[config.mk]
export PLATFORM = sky130hd
export DESIGN_NAME = t1_receive_alarm_status
export DESIGN_NICKNAME = d
export VERILOG_FILES = /design/src/design/t1_alarm_pkg.sv /design/src/design/clock_loss_watch.sv /design/src/design/code_pattern_match.sv /design/src/design/t1_receive_alarm_status.sv
export VERILOG_INCLUDE_DIRS = /design/src /design/src/design
export SDC_FILE = /design/constraint.sdc
export NUM_CORES = 1
export LEC_CHECK = 0
export ABC_CLOCK_PERIOD_IN_PS = 2700
export BUFFER_PORTS_ARGS = -buffer_cell sky130_fd_sc_hd__buf_2
export CAP_MARGIN = 20
export CORE_MARGIN = 4
export CORE_UTILIZATION = 54
export DETAILED_ROUTE_END_ITERATION = 7
export PLACE_DENSITY = 0.77
export SETUP_SLACK_MARGIN = 0.3
export SYNTH_ARGS = -nofsm -noshare
export SYNTH_HDL_FRONTEND = slang
export SYNTH_SLANG_ARGS = --single-unit
[constraint.sdc]
create_clock -name CLK_SYS -period 2.7 [get_ports CLK_SYS]
set_clock_uncertainty 0.2 [all_clocks]
set_input_delay 0.27 -clock CLK_SYS [delete_from_list [all_inputs] [get_ports CLK_SYS]]
set_output_delay 0.27 -clock CLK_SYS [all_outputs]
set_load 0.1 [all_outputs]
[src/design/t1_alarm_params.svh]
// offsets, field positions and timing counts of the alarm status block
`ifndef T1_ALARM_PARAMS_SVH
`define T1_ALARM_PARAMS_SVH

// register byte addresses
`define ADDR_CONTROL        8'h00
`define ADDR_LOOPUP_PAT     8'h04
`define ADDR_LOOPDOWN_PAT   8'h08
`define ADDR_SPARE_PAT      8'h0C
`define ADDR_LEVEL_INFO     8'h40
`define ADDR_STATUS_ONE_A   8'h20
`define ADDR_INFO_THREE_B   8'hB0

// control register fields
`define CTL_ROUTE_BIT       6
`define CTL_FALLBACK_BIT    7
`define CTL_RESET           8'h00
`define PAT_RESET           8'h00

// status one framer a fields
`define ST_LOOPUP_BIT       7
`define ST_LOOPDOWN_BIT     6
`define ST_TXCLK_BIT        5
`define ST_SPARE_BIT        4
`define ST_BLUE_BIT         3
`define ST_YELLOW_BIT       2
`define ST_CARRIER_BIT      1
`define ST_SYNC_BIT         0

// info three framer b fields, level field
`define INFO_RXCLK_BIT      4
`define INFO_AIS_BIT        0
`define LEVEL_HI_BIT        7
`define LEVEL_LO_BIT        6

// timing
`define SYS_CLK_MHZ         200
`define RX_CLK_LOSS_NS      2000
`define RX_CLK_LOSS_CYCLES  ((`RX_CLK_LOSS_NS * `SYS_CLK_MHZ + 999) / 1000)
`define TX_CLK_LOSS_NS      5200
`define TX_CLK_LOSS_CYCLES  ((`TX_CLK_LOSS_NS * `SYS_CLK_MHZ + 999) / 1000)
`define BLUE_WINDOW_US      3000
`define BLUE_WINDOW_CYCLES  (`BLUE_WINDOW_US * `SYS_CLK_MHZ)
`define BLUE_SET_MAX_ZEROS  3'd5
`define RED_SET_ZEROS       8'd192
`define RED_CLR_WINDOW      7'd112
`define RED_CLR_ONES        4'd14
`define CODE_QUAL_BITS      48

`endif

[src/design/t1_alarm_pkg.sv]
// types shared by the alarm status block
package t1_alarm_pkg;
  typedef logic [1:0] rx_level_type;
  typedef enum logic [1:0] {
    RED_CLEAR = 2'b00,
    RED_SET   = 2'b01,
    RED_QUAL  = 2'b10
  } red_state_type;
endpackage

[src/design/clock_loss_watch.sv]
// watchdog flagging a pin clock with no transition for too long
`timescale 1ns/1ps
module clock_loss_watch #(
  parameter int LIMIT = 400
) (
  // clock and reset
  input  wire logic clk,
  input  wire logic rst_n,
  // watched pin and result
  input  wire logic clock_pin,
  output logic      lost
);
  localparam int CW = $clog2(LIMIT + 1);
  localparam logic [CW-1:0] LIM = CW'(LIMIT);

  logic          sync1;
  logic          sync2;
  logic          sync3;
  logic [CW-1:0] idle_count;
  wire           edge_seen = sync2 ^ sync3;
  wire           at_limit  = (idle_count == LIM);

  // two flops into the system domain, third for edge detection
  always_ff @(posedge clk) begin
    if (!rst_n) begin
      sync1 <= 1'b0;
      sync2 <= 1'b0;
      sync3 <= 1'b0;
    end else begin
      sync1 <= clock_pin;
      sync2 <= sync1;
      sync3 <= sync2;
    end
  end

  // count idle cycles, saturate at the limit
  always_ff @(posedge clk) begin
    if (!rst_n) begin
      idle_count <= '0;
      lost       <= 1'b0;
    end else begin
      idle_count <= edge_seen ? '0 : (at_limit ? idle_count
                                               : idle_count + 1'b1);
      lost       <= at_limit && !edge_seen;
    end
  end
endmodule // clock_loss_watch

[src/design/code_pattern_match.sv]
// detector for a repeating in-band code held in a pattern register
`timescale 1ns/1ps
module code_pattern_match #(
  parameter int WIDTH     = 8,
  parameter int QUAL_BITS = 48
) (
  // clock and reset
  input  wire logic             clk,
  input  wire logic             rst_n,
  // received bit stream, code pattern and match result
  input  wire logic             bit_strobe,
  input  wire logic             bit_in,
  input  wire logic [WIDTH-1:0] pattern,
  output logic                  match
);
  localparam int QW = $clog2(QUAL_BITS + 1);
  localparam logic [QW-1:0] QMAX = QW'(QUAL_BITS);

  logic [WIDTH-1:0]   history;
  logic [QW-1:0]      run;
  logic [WIDTH-1:0]   rot_hit;
  wire  [2*WIDTH-1:0] doubled   = {pattern, pattern};
  wire  [WIDTH-1:0]   next_hist = {history[WIDTH-2:0], bit_in};
  wire                hit       = |rot_hit;

  // the code may arrive in any phase: compare every rotation
  genvar i;
  generate
    for (i = 0; i < WIDTH; i = i + 1) begin : g_rot
      assign rot_hit[i] = (next_hist == doubled[i +: WIDTH]);
    end
  endgenerate

  // count consecutive matching bits, flag once qualified
  always_ff @(posedge clk) begin
    if (!rst_n) begin
      history <= '0;
      run     <= '0;
      match   <= 1'b0;
    end else if (bit_strobe) begin
      history <= next_hist;
      run     <= !hit ? '0 : ((run == QMAX) ? run : run + 1'b1);
      match   <= hit && (run >= QMAX - 1'b1);
    end
  end
endmodule // code_pattern_match

[src/design/t1_receive_alarm_status.sv]
// receive alarm status and information registers on a wishbone slave
//
// Our own choice: register access over Wishbone.
`timescale 1ns/1ps
`include "t1_alarm_params.svh"

// Function
// [RQ1] framer b receive clock idle 2 us flags
// [RQ2] ais-ci flag follows detected pattern
// [RQ3] ais-ci flag needs blue alarm set
// [RQ4] software rechecks dropped ais-ci after 1.5 s
// [RQ5] two-bit receive level code
// [RQ6] unassigned bits carry no meaning
// [RQ7] loop-up code seen sets bit 7
// [RQ8] transmit clock idle 5.2 us sets bit 5
// [RQ9] transmit loss drives pin when routed
// [RQ10] transmit loss selects master clock when enabled
// [RQ11] spare code seen sets bit 4
// [RQ12] unframed all ones sets blue alarm
// [RQ13] yellow alarm sets bit 2
// [RQ14] red alarm sets carrier loss bit 1
// [RQ15] bit 0 held while out of sync
// [RQ16] red: 192 zeros; clear 14 ones/112
// [RQ17] blue: <=5 zeros per 3 ms window
// [RQ18] loop-down code seen sets bit 6
module t1_receive_alarm_status #(
  parameter int BLUE_WINDOW = `BLUE_WINDOW_CYCLES,
  parameter int CODE_QUAL   = `CODE_QUAL_BITS
) (
  // clock and reset
  input  wire logic        CLK_SYS,
  input  wire logic        RST_N,
  // wishbone slave
  input  wire logic        WB_CYC,
  input  wire logic        WB_STB,
  input  wire logic        WB_WE,
  input  wire logic [7:0]  WB_ADR,
  input  wire logic [3:0]  WB_SEL,
  input  wire logic [31:0] WB_DAT_W,
  output logic      [31:0] WB_DAT_R,
  output logic             WB_ACK,
  // line pins
  input  wire logic        RX_POSITIVE_DATA_A,
  input  wire logic        RX_NEGATIVE_DATA_A,
  input  wire logic        RX_CLOCK_A,
  input  wire logic        FRAMER_B_RX_CLOCK_IN,
  input  wire logic        FRAMER_A_TX_CLOCK_IN,
  // framer and line interface indications
  input  wire logic        FRAME_SYNC_OK,
  input  wire logic        YELLOW_DETECT,
  input  wire logic        AIS_CI_PATTERN,
  input  wire logic [1:0]  RX_LEVEL,
  // alarm outputs
  output logic             SYNC_OR_TXCLK_LOSS_PIN,
  output logic             TX_CLOCK_FALLBACK
);
  localparam int BW = $clog2(BLUE_WINDOW + 1);
  localparam logic [BW-1:0] BLUE_LAST = BW'(BLUE_WINDOW - 1);

  // registers
  logic [7:0]                 control;
  logic [7:0]                 loopup_pattern_reg;
  logic [7:0]                 loopdown_pattern_reg;
  logic [7:0]                 spare_pattern_reg;
  t1_alarm_pkg::rx_level_type rx_level;
  logic                       frame_sync_loss;
  logic                       yellow_alarm;
  logic                       ais_ci_detect;
  // line sampling
  logic [2:0]                 pin_s1;
  logic [2:0]                 pin_s2;
  logic                       clk_s3;
  // red and blue detectors
  t1_alarm_pkg::red_state_type red_state;
  logic [7:0]                 zero_run;
  logic [6:0]                 clr_bits;
  logic [3:0]                 clr_ones;
  logic [BW-1:0]              blue_timer;
  logic [2:0]                 blue_zeros;
  logic                       blue_alarm;
  // detector outputs
  logic                       receive_clock_lost;
  logic                       transmit_clock_lost;
  logic                       loopup_code_seen;
  logic                       loopdown_code_seen;
  logic                       spare_code_seen;

  // synchronise data and bit clock pins
  always_ff @(posedge CLK_SYS) begin
    if (!RST_N) begin
      pin_s1 <= 3'h0;
      pin_s2 <= 3'h0;
      clk_s3 <= 1'b0;
    end else begin
      pin_s1 <= {RX_CLOCK_A, RX_NEGATIVE_DATA_A, RX_POSITIVE_DATA_A};
      pin_s2 <= pin_s1;
      clk_s3 <= pin_s2[2];
    end
  end

  // a mark on either rail is a one, sampled at bit clock rise
  wire bit_strobe = pin_s2[2] && !clk_s3;
  wire rx_one     = pin_s2[0] | pin_s2[1];
  wire is_zero    = bit_strobe && !rx_one;

  // [RQ1] receive clock watchdog
  clock_loss_watch #(.LIMIT(`RX_CLK_LOSS_CYCLES)) u_rx_watch (
    .clk       (CLK_SYS),
    .rst_n     (RST_N),
    .clock_pin (FRAMER_B_RX_CLOCK_IN),
    .lost      (receive_clock_lost)
  );

  // [RQ8] transmit clock watchdog
  clock_loss_watch #(.LIMIT(`TX_CLK_LOSS_CYCLES)) u_tx_watch (
    .clk       (CLK_SYS),
    .rst_n     (RST_N),
    .clock_pin (FRAMER_A_TX_CLOCK_IN),
    .lost      (transmit_clock_lost)
  );

  // [RQ7] loop-up code detector
  code_pattern_match #(.WIDTH(8), .QUAL_BITS(CODE_QUAL)) u_loopup (
    .clk        (CLK_SYS),
    .rst_n      (RST_N),
    .bit_strobe (bit_strobe),
    .bit_in     (rx_one),
    .pattern    (loopup_pattern_reg),
    .match      (loopup_code_seen)
  );

  // [RQ18] loop-down code detector
  code_pattern_match #(.WIDTH(8), .QUAL_BITS(CODE_QUAL)) u_loopdown (
    .clk        (CLK_SYS),
    .rst_n      (RST_N),
    .bit_strobe (bit_strobe),
    .bit_in     (rx_one),
    .pattern    (loopdown_pattern_reg),
    .match      (loopdown_code_seen)
  );

  // [RQ11] spare code detector
  code_pattern_match #(.WIDTH(8), .QUAL_BITS(CODE_QUAL)) u_spare (
    .clk        (CLK_SYS),
    .rst_n      (RST_N),
    .bit_strobe (bit_strobe),
    .bit_in     (rx_one),
    .pattern    (spare_pattern_reg),
    .match      (spare_code_seen)
  );

  // red alarm qualifier terms
  wire red_hit_zeros = is_zero && (zero_run == `RED_SET_ZEROS - 8'd1);
  wire clr_done      = bit_strobe && rx_one &&
                       (clr_ones == `RED_CLR_ONES - 4'd1);
  wire clr_expire    = bit_strobe && (clr_bits == `RED_CLR_WINDOW);

  // [RQ16] consecutive zero run, saturating
  always_ff @(posedge CLK_SYS) begin
    if (!RST_N) begin
      zero_run <= 8'h00;
    end else if (bit_strobe) begin
      zero_run <= rx_one ? 8'h00 : ((zero_run == `RED_SET_ZEROS) ? zero_run
                                                  : zero_run + 8'd1);
    end
  end

  // [RQ16] red alarm set and one-density clearing window
  always_ff @(posedge CLK_SYS) begin
    if (!RST_N) begin
      red_state <= t1_alarm_pkg::RED_CLEAR;
      clr_bits  <= 7'h00;
      clr_ones  <= 4'h0;
    end else begin
      case (red_state)
        t1_alarm_pkg::RED_CLEAR: begin
          if (red_hit_zeros) begin
            red_state <= t1_alarm_pkg::RED_SET;
          end
        end
        t1_alarm_pkg::RED_SET: begin
          if (bit_strobe && rx_one) begin
            red_state <= t1_alarm_pkg::RED_QUAL;
            clr_bits  <= 7'h01;
            clr_ones  <= 4'h1;
          end
        end
        t1_alarm_pkg::RED_QUAL: begin
          // window closes first: a one at bit 113 must not clear
          if (clr_expire) begin
            red_state <= t1_alarm_pkg::RED_SET;
          end else if (clr_done) begin
            red_state <= t1_alarm_pkg::RED_CLEAR;
          end else if (bit_strobe) begin
            clr_bits <= clr_bits + 7'd1;
            clr_ones <= clr_ones + {3'h0, rx_one};
          end
        end
        default: begin
          red_state <= t1_alarm_pkg::RED_CLEAR;
        end
      endcase
    end
  end

  // [RQ14] carrier loss while red is set or being qualified
  wire framer_carrier_loss = (red_state != t1_alarm_pkg::RED_CLEAR);

  // [RQ17] blue alarm window timing and decision
  wire blue_end = (blue_timer == BLUE_LAST);
  // closing window count, one bit wider so a full count cannot wrap
  wire [3:0] blue_total = {1'b0, blue_zeros} + {3'h0, is_zero};
  wire       blue_ok    = (blue_total <= {1'b0, `BLUE_SET_MAX_ZEROS});
  wire       next_blue  = blue_end ? blue_ok : blue_alarm;
  // [RQ12] few zeros over the window means unframed all ones
  always_ff @(posedge CLK_SYS) begin
    if (!RST_N) begin
      blue_timer <= '0;
      blue_zeros <= 3'h0;
      blue_alarm <= 1'b0;
    end else if (blue_end) begin
      blue_timer <= '0;
      blue_zeros <= 3'h0;
      blue_alarm <= next_blue;
    end else begin
      blue_timer <= blue_timer + 1'b1;
      blue_zeros <= (is_zero && blue_zeros != 3'h7) ? blue_zeros + 3'd1
                                                    : blue_zeros;
    end
  end

  // framer indications and qualified ais-ci
  always_ff @(posedge CLK_SYS) begin
    if (!RST_N) begin
      frame_sync_loss <= 1'b1;
      yellow_alarm    <= 1'b0;
      ais_ci_detect   <= 1'b0;
      rx_level        <= 2'b00;
    end else begin
      // [RQ15] out of sync
      frame_sync_loss <= !FRAME_SYNC_OK;
      // [RQ13] yellow alarm
      yellow_alarm    <= YELLOW_DETECT;
      // [RQ2] [RQ3] gated by blue as it stands after this edge
      ais_ci_detect   <= AIS_CI_PATTERN && next_blue;
      // [RQ5] receive level code
      rx_level        <= RX_LEVEL;
    end
  end

  // [RQ9] [RQ10] transmit clock loss consequences
  always_ff @(posedge CLK_SYS) begin
    if (!RST_N) begin
      SYNC_OR_TXCLK_LOSS_PIN <= 1'b0;
      TX_CLOCK_FALLBACK      <= 1'b0;
    end else begin
      SYNC_OR_TXCLK_LOSS_PIN <= frame_sync_loss ||
        (transmit_clock_lost && control[`CTL_ROUTE_BIT]);
      TX_CLOCK_FALLBACK      <= transmit_clock_lost &&
        control[`CTL_FALLBACK_BIT];
    end
  end

  // status and information images; [RQ6] unassigned bits read zero
  wire [7:0] status_one_a = {loopup_code_seen, loopdown_code_seen,
                             transmit_clock_lost, spare_code_seen,
                             blue_alarm, yellow_alarm,
                             framer_carrier_loss, frame_sync_loss};
  wire [7:0] info_three_b = {3'h0, receive_clock_lost, 3'h0,
                             ais_ci_detect};
  wire [7:0] level_info   = {rx_level, 6'h00};

  // address decode
  wire bus_req  = WB_CYC && WB_STB && !WB_ACK;
  wire wr_lane0 = bus_req && WB_WE && WB_SEL[0];
  wire sel_ctl  = (WB_ADR == `ADDR_CONTROL);
  wire sel_up   = (WB_ADR == `ADDR_LOOPUP_PAT);
  wire sel_dn   = (WB_ADR == `ADDR_LOOPDOWN_PAT);
  wire sel_sp   = (WB_ADR == `ADDR_SPARE_PAT);
  wire [7:0] read_byte =
    sel_ctl                          ? control :
    sel_up                           ? loopup_pattern_reg :
    sel_dn                           ? loopdown_pattern_reg :
    sel_sp                           ? spare_pattern_reg :
    (WB_ADR == `ADDR_STATUS_ONE_A)   ? status_one_a :
    (WB_ADR == `ADDR_INFO_THREE_B)   ? info_three_b :
    (WB_ADR == `ADDR_LEVEL_INFO)     ? level_info : 8'h00;

  // writable registers
  always_ff @(posedge CLK_SYS) begin
    if (!RST_N) begin
      control              <= `CTL_RESET;
      loopup_pattern_reg   <= `PAT_RESET;
      loopdown_pattern_reg <= `PAT_RESET;
      spare_pattern_reg    <= `PAT_RESET;
    end else if (wr_lane0) begin
      if (sel_ctl) begin
        control <= WB_DAT_W[7:0];
      end else if (sel_up) begin
        loopup_pattern_reg <= WB_DAT_W[7:0];
      end else if (sel_dn) begin
        loopdown_pattern_reg <= WB_DAT_W[7:0];
      end else if (sel_sp) begin
        spare_pattern_reg <= WB_DAT_W[7:0];
      end
    end
  end

  // one-cycle acknowledge with registered read data
  always_ff @(posedge CLK_SYS) begin
    if (!RST_N) begin
      WB_ACK   <= 1'b0;
      WB_DAT_R <= 32'h0000_0000;
    end else begin
      WB_ACK   <= bus_req;
      WB_DAT_R <= bus_req ? {24'h00_0000, read_byte} : 32'h0000_0000;
    end
  end
endmodule // t1_receive_alarm_status

==> impl_metrics.json <==
{
  "core.rowCount": 48,
  "multi_input_area_sq_mm": 0.00570,
  "critPathCapture": "u_loopdown.run[2]",
  "detail-route-antenna-nets": 0,
  "rsz0062_at_grt": "yes",
  "wl_met3_um": 1210,
  "drc": 0,
  "cts.sinks": 156,
  "nets": 1213,
  "largest_reg_flops": 20,
  "post_drt_via_cell_ratio": 5.55,
  "synthFlopType": "dfxtp_1",
  "power.internal_mw": 3.88,
  "final_hold_viol_count": 0,
  "syn_area_per_cell_sq_um": 8.55,
  "clk_latency_ns": 0.43,
  "setup_violations": 0,
  "antenna_found_initial": 0,
  "ys_seq_elements": 156,
  "cp_data_arrival_time_ns": 2.46,
  "pwr-share-seq_pct": 44.6,
  "die_w_um": 140,
  "async_reset_ff_share_pct": 0,
  "finalInstanceArea_sq_mm": 0.0105,
  "placed_cell_area_sq_mm": 0.00967,
  "register_area_sq_mm": 0.00312,
  "antenna_cells": 0,
  "swShare_pct": 26.8,
  "reg2regPathDepth": 8,
  "clockBufferDepth": 2,
  "path_max_fanout": 27,
  "top_register": "blue_timer",
  "grt_max_degree": 39,
  "drive_gt1_share_pct": 10.6,
  "fin_cells": 1370,
  "pin_count": 94,
  "wirelength_met1_um": 9640,
  "worstReg2RegStart": "pin_s2[0]",
  "clk_root_buffer_cell": "clkbuf_16",
  "core-area_sq_mm": 0.0172,
  "cts_buffers": 17,
  "drtPass1Iterations": 5,
  "worst_pin_slew_ns": 0.656,
  "p_total_mw": 5.30,
  "place_hpwl_um": 13800,
  "slew_violations": 0,
  "grt_pass1_vias": 7332,
  "p_leak_nw": 3.96,
  "seq_area_frac_synth_pct": 33.0,
  "max_freq_ghz": 0.426,
  "port_buffers": 42,
  "crit_type": "register to register",
  "grt_pass1_wl_um": 35800,
  "gp_congestion": 0.861,
  "p_sw_mw": 1.42,
  "final.setup.tns_ns": 0,
  "drtIter0Drc": 571,
  "grt-ovfl-total": 0,
  "pwr-share-clk_pct": 45.8,
  "fin_crit_ns": 2.35,
  "area_growth_pct": 10.5,
  "fp.dieArea_sq_mm": 0.0197,
  "power_density_mw_per_mm2": 507,
  "netlist_area_sq_mm": 0.00946,
  "vias": 7601,
  "max_slew_margin_pct": 56.2,
  "synth_cell_types": 60,
  "regToRegSetupSlack_ns": 0.35,
  "gr-usage-all-layers_pct": 21.7,
  "cp_data_required_time_ns": 2.82,
  "htree_num_levels": 4,
  "wl_per_cell_um": 15.4,
  "ys_warn_count": 0,
  "synth_edf_count": 0,
  "irDropWorstVdd_v": 0.000486,
  "postCtsSetupBuffers": 0,
  "reg_top3": "blue_timer: 20 flops, u_tx_watch.idle_count: 11 flops, u_rx_watch.idle_count: 9 flops",
  "routed_wl_um": 21100,
  "min_path_type": "input pin to register",
  "worstSetupStartpointType": "register",
  "clkTransAtPathRegs_ns": 0.06,
  "met2_length_um": 9790,
  "highest_layer": "met4",
  "status": "finished clean",
  "cts_tree": "yes",
  "fin_crit_sh_pct": 86.9,
  "synthCells": 1106,
  "reg2reg_to": "u_loopdown.run[2]",
  "power_frac_comb_pct": 9.6,
  "initial_core_util_pct": 54.9,
  "cap_violations": 0,
  "die_h_um": 140,
  "fillers": 1411,
  "crit_path_start": "pin_s2[0]",
  "crit_path_end_kind": "register",
  "min_from": "RST_N",
  "dp_cells": 1321
}
## cell type report
class | count | share of cell area (%)
Clock buffer | 18 | 4.11
Multi-Input combinational cell | 849 | 54.5
Sequential cell | 156 | 29.9
Timing Repair Buffer | 87 | 6.43
Clock inverter | 13 | 1.53
Inverter | 22 | 0.814
Tap cell | 225 | 2.69
## power by group through the flow
stage / Sequential (mW) / Combinational [mW] / Clock (mW)
2_1_floorplan: 2.42 / 0.409 / 0
3_3_place_gp: 2.41 / 0.474 / 0
3_5_place_dp: 2.42 / 0.480 / 0
4_1_cts: 2.36 / 0.502 / 2.45
5_1_grt: 2.37 / 0.549 / 2.56
6_report: 2.36 / 0.506 / 2.43
## worst max-delay path: stages (launching register included)
cell and delay, ns:
dfxtp_1 0.32, nor2_4 0.17, buf_6 0.33, xnor2_1 0.16, nor3_1 0.08, nor4_1 0.38
buf_4 0.21, nand2_1 0.09, o221a_2 0.27
## synth_stat cells (6+ instances only)
cell type  number  share of area [%]
a21boi_0       28                2.2
a21oi_1        33                1.7
a222oi_1        6               0.63
and2_1         24                1.6
and3_1         11               0.73
buf_2          33                1.7
buf_4          32                2.5
buf_6          16                1.9
clkbuf_1       21               0.83
dfxtp_1       156                 33
ha_1           21                2.8
inv_1          22               0.87
mux2i_1        21                2.2
nand2_1        82                3.3
nand2b_1       10               0.66
nand3_1        69                3.7
nand4_1        31                2.1
nor2_1         78                3.1
nor2b_1        22                1.5
nor3_1         30                1.6
nor4_1         15               0.99
o21a_1          7               0.56
o21ai_0        28                1.5
or3_1           8               0.53
xnor2_1       177                 16
xor2_1         64                5.9
## worst min-delay path by stage
stage / cells past startpoint / end
after floorplan: 1 / frame_sync_loss
after global placement: 1 / pin_s2[0]
after detailed placement: 1 / pin_s2[1]
after CTS: 2 / frame_sync_loss
after global routing: 2 / frame_sync_loss
final: 2 / frame_sync_loss
## cell families after synthesis
group | after synthesis | synth area share (%)
buffers and inverters | 124 | 7.90
adders and majority gates | 21 | 2.78
xor gates and xnor gates | 241 | 22.3
AOI/OAI and AO/OA | 132 | 9.39
and+or+nand+nor | 408 | 22.1
DFF | 156 | 33.0
other | 1 | 0.0396
muxes | 23 | 2.46
## timing repair
item | in CTS | in global routing
hold buffers | 18 | 0
resized for setup | 0 | 5
setup endpoints to repair | 0 | 10
endpoints found under the hold margin | 30 | 0
## routing by layer
layer	vias to the layer above	GRT usage [%]
met2	241	34.4
met1	3566	29.4
met3	47	4.06
li1	3747	-
met4	0	7.90
met5	-	0
## metrics by stage
stage	setup slack (ns)	hold WS (ns)	util, %
after floorplan	0.318	0.132	-
after global placement	0.312	0.215	56.1
after detailed placement	0.259	0.223	56.1
after CTS	0.311	0.000304	60.6
after global routing	0.288	0.0400	60.6
final	0.353	0.00202	60.6
## cell usage in the layout, fill, tap and decap left out, types with 5 or more instances in the layout
cell type / instances
xnor2_1: 177
dfxtp_1: 155
nand2_1: 82
nor2_1: 77
nand3_1: 69
xor2_1: 64
buf_2: 42
a21oi_1: 33
nand4_1: 31
nor3_1: 30
a21boi_0: 28
o21ai_0: 28
and2_1: 24
conb_1: 24
inv_1: 21
nor2b_1: 21
mux2i_1: 21
buf_4: 20
ha_1: 19
dlygate4sd3_1: 18
clkbuf_16: 17
nor4_1: 15
and3_1: 11
nand2b_1: 10
or3_1: 8
o21a_1: 7
a222oi_1: 6
buf_12: 6
nand4b_1: 5
o22ai_1: 5
Note: power is estimated with default switching activity, not from simulation.
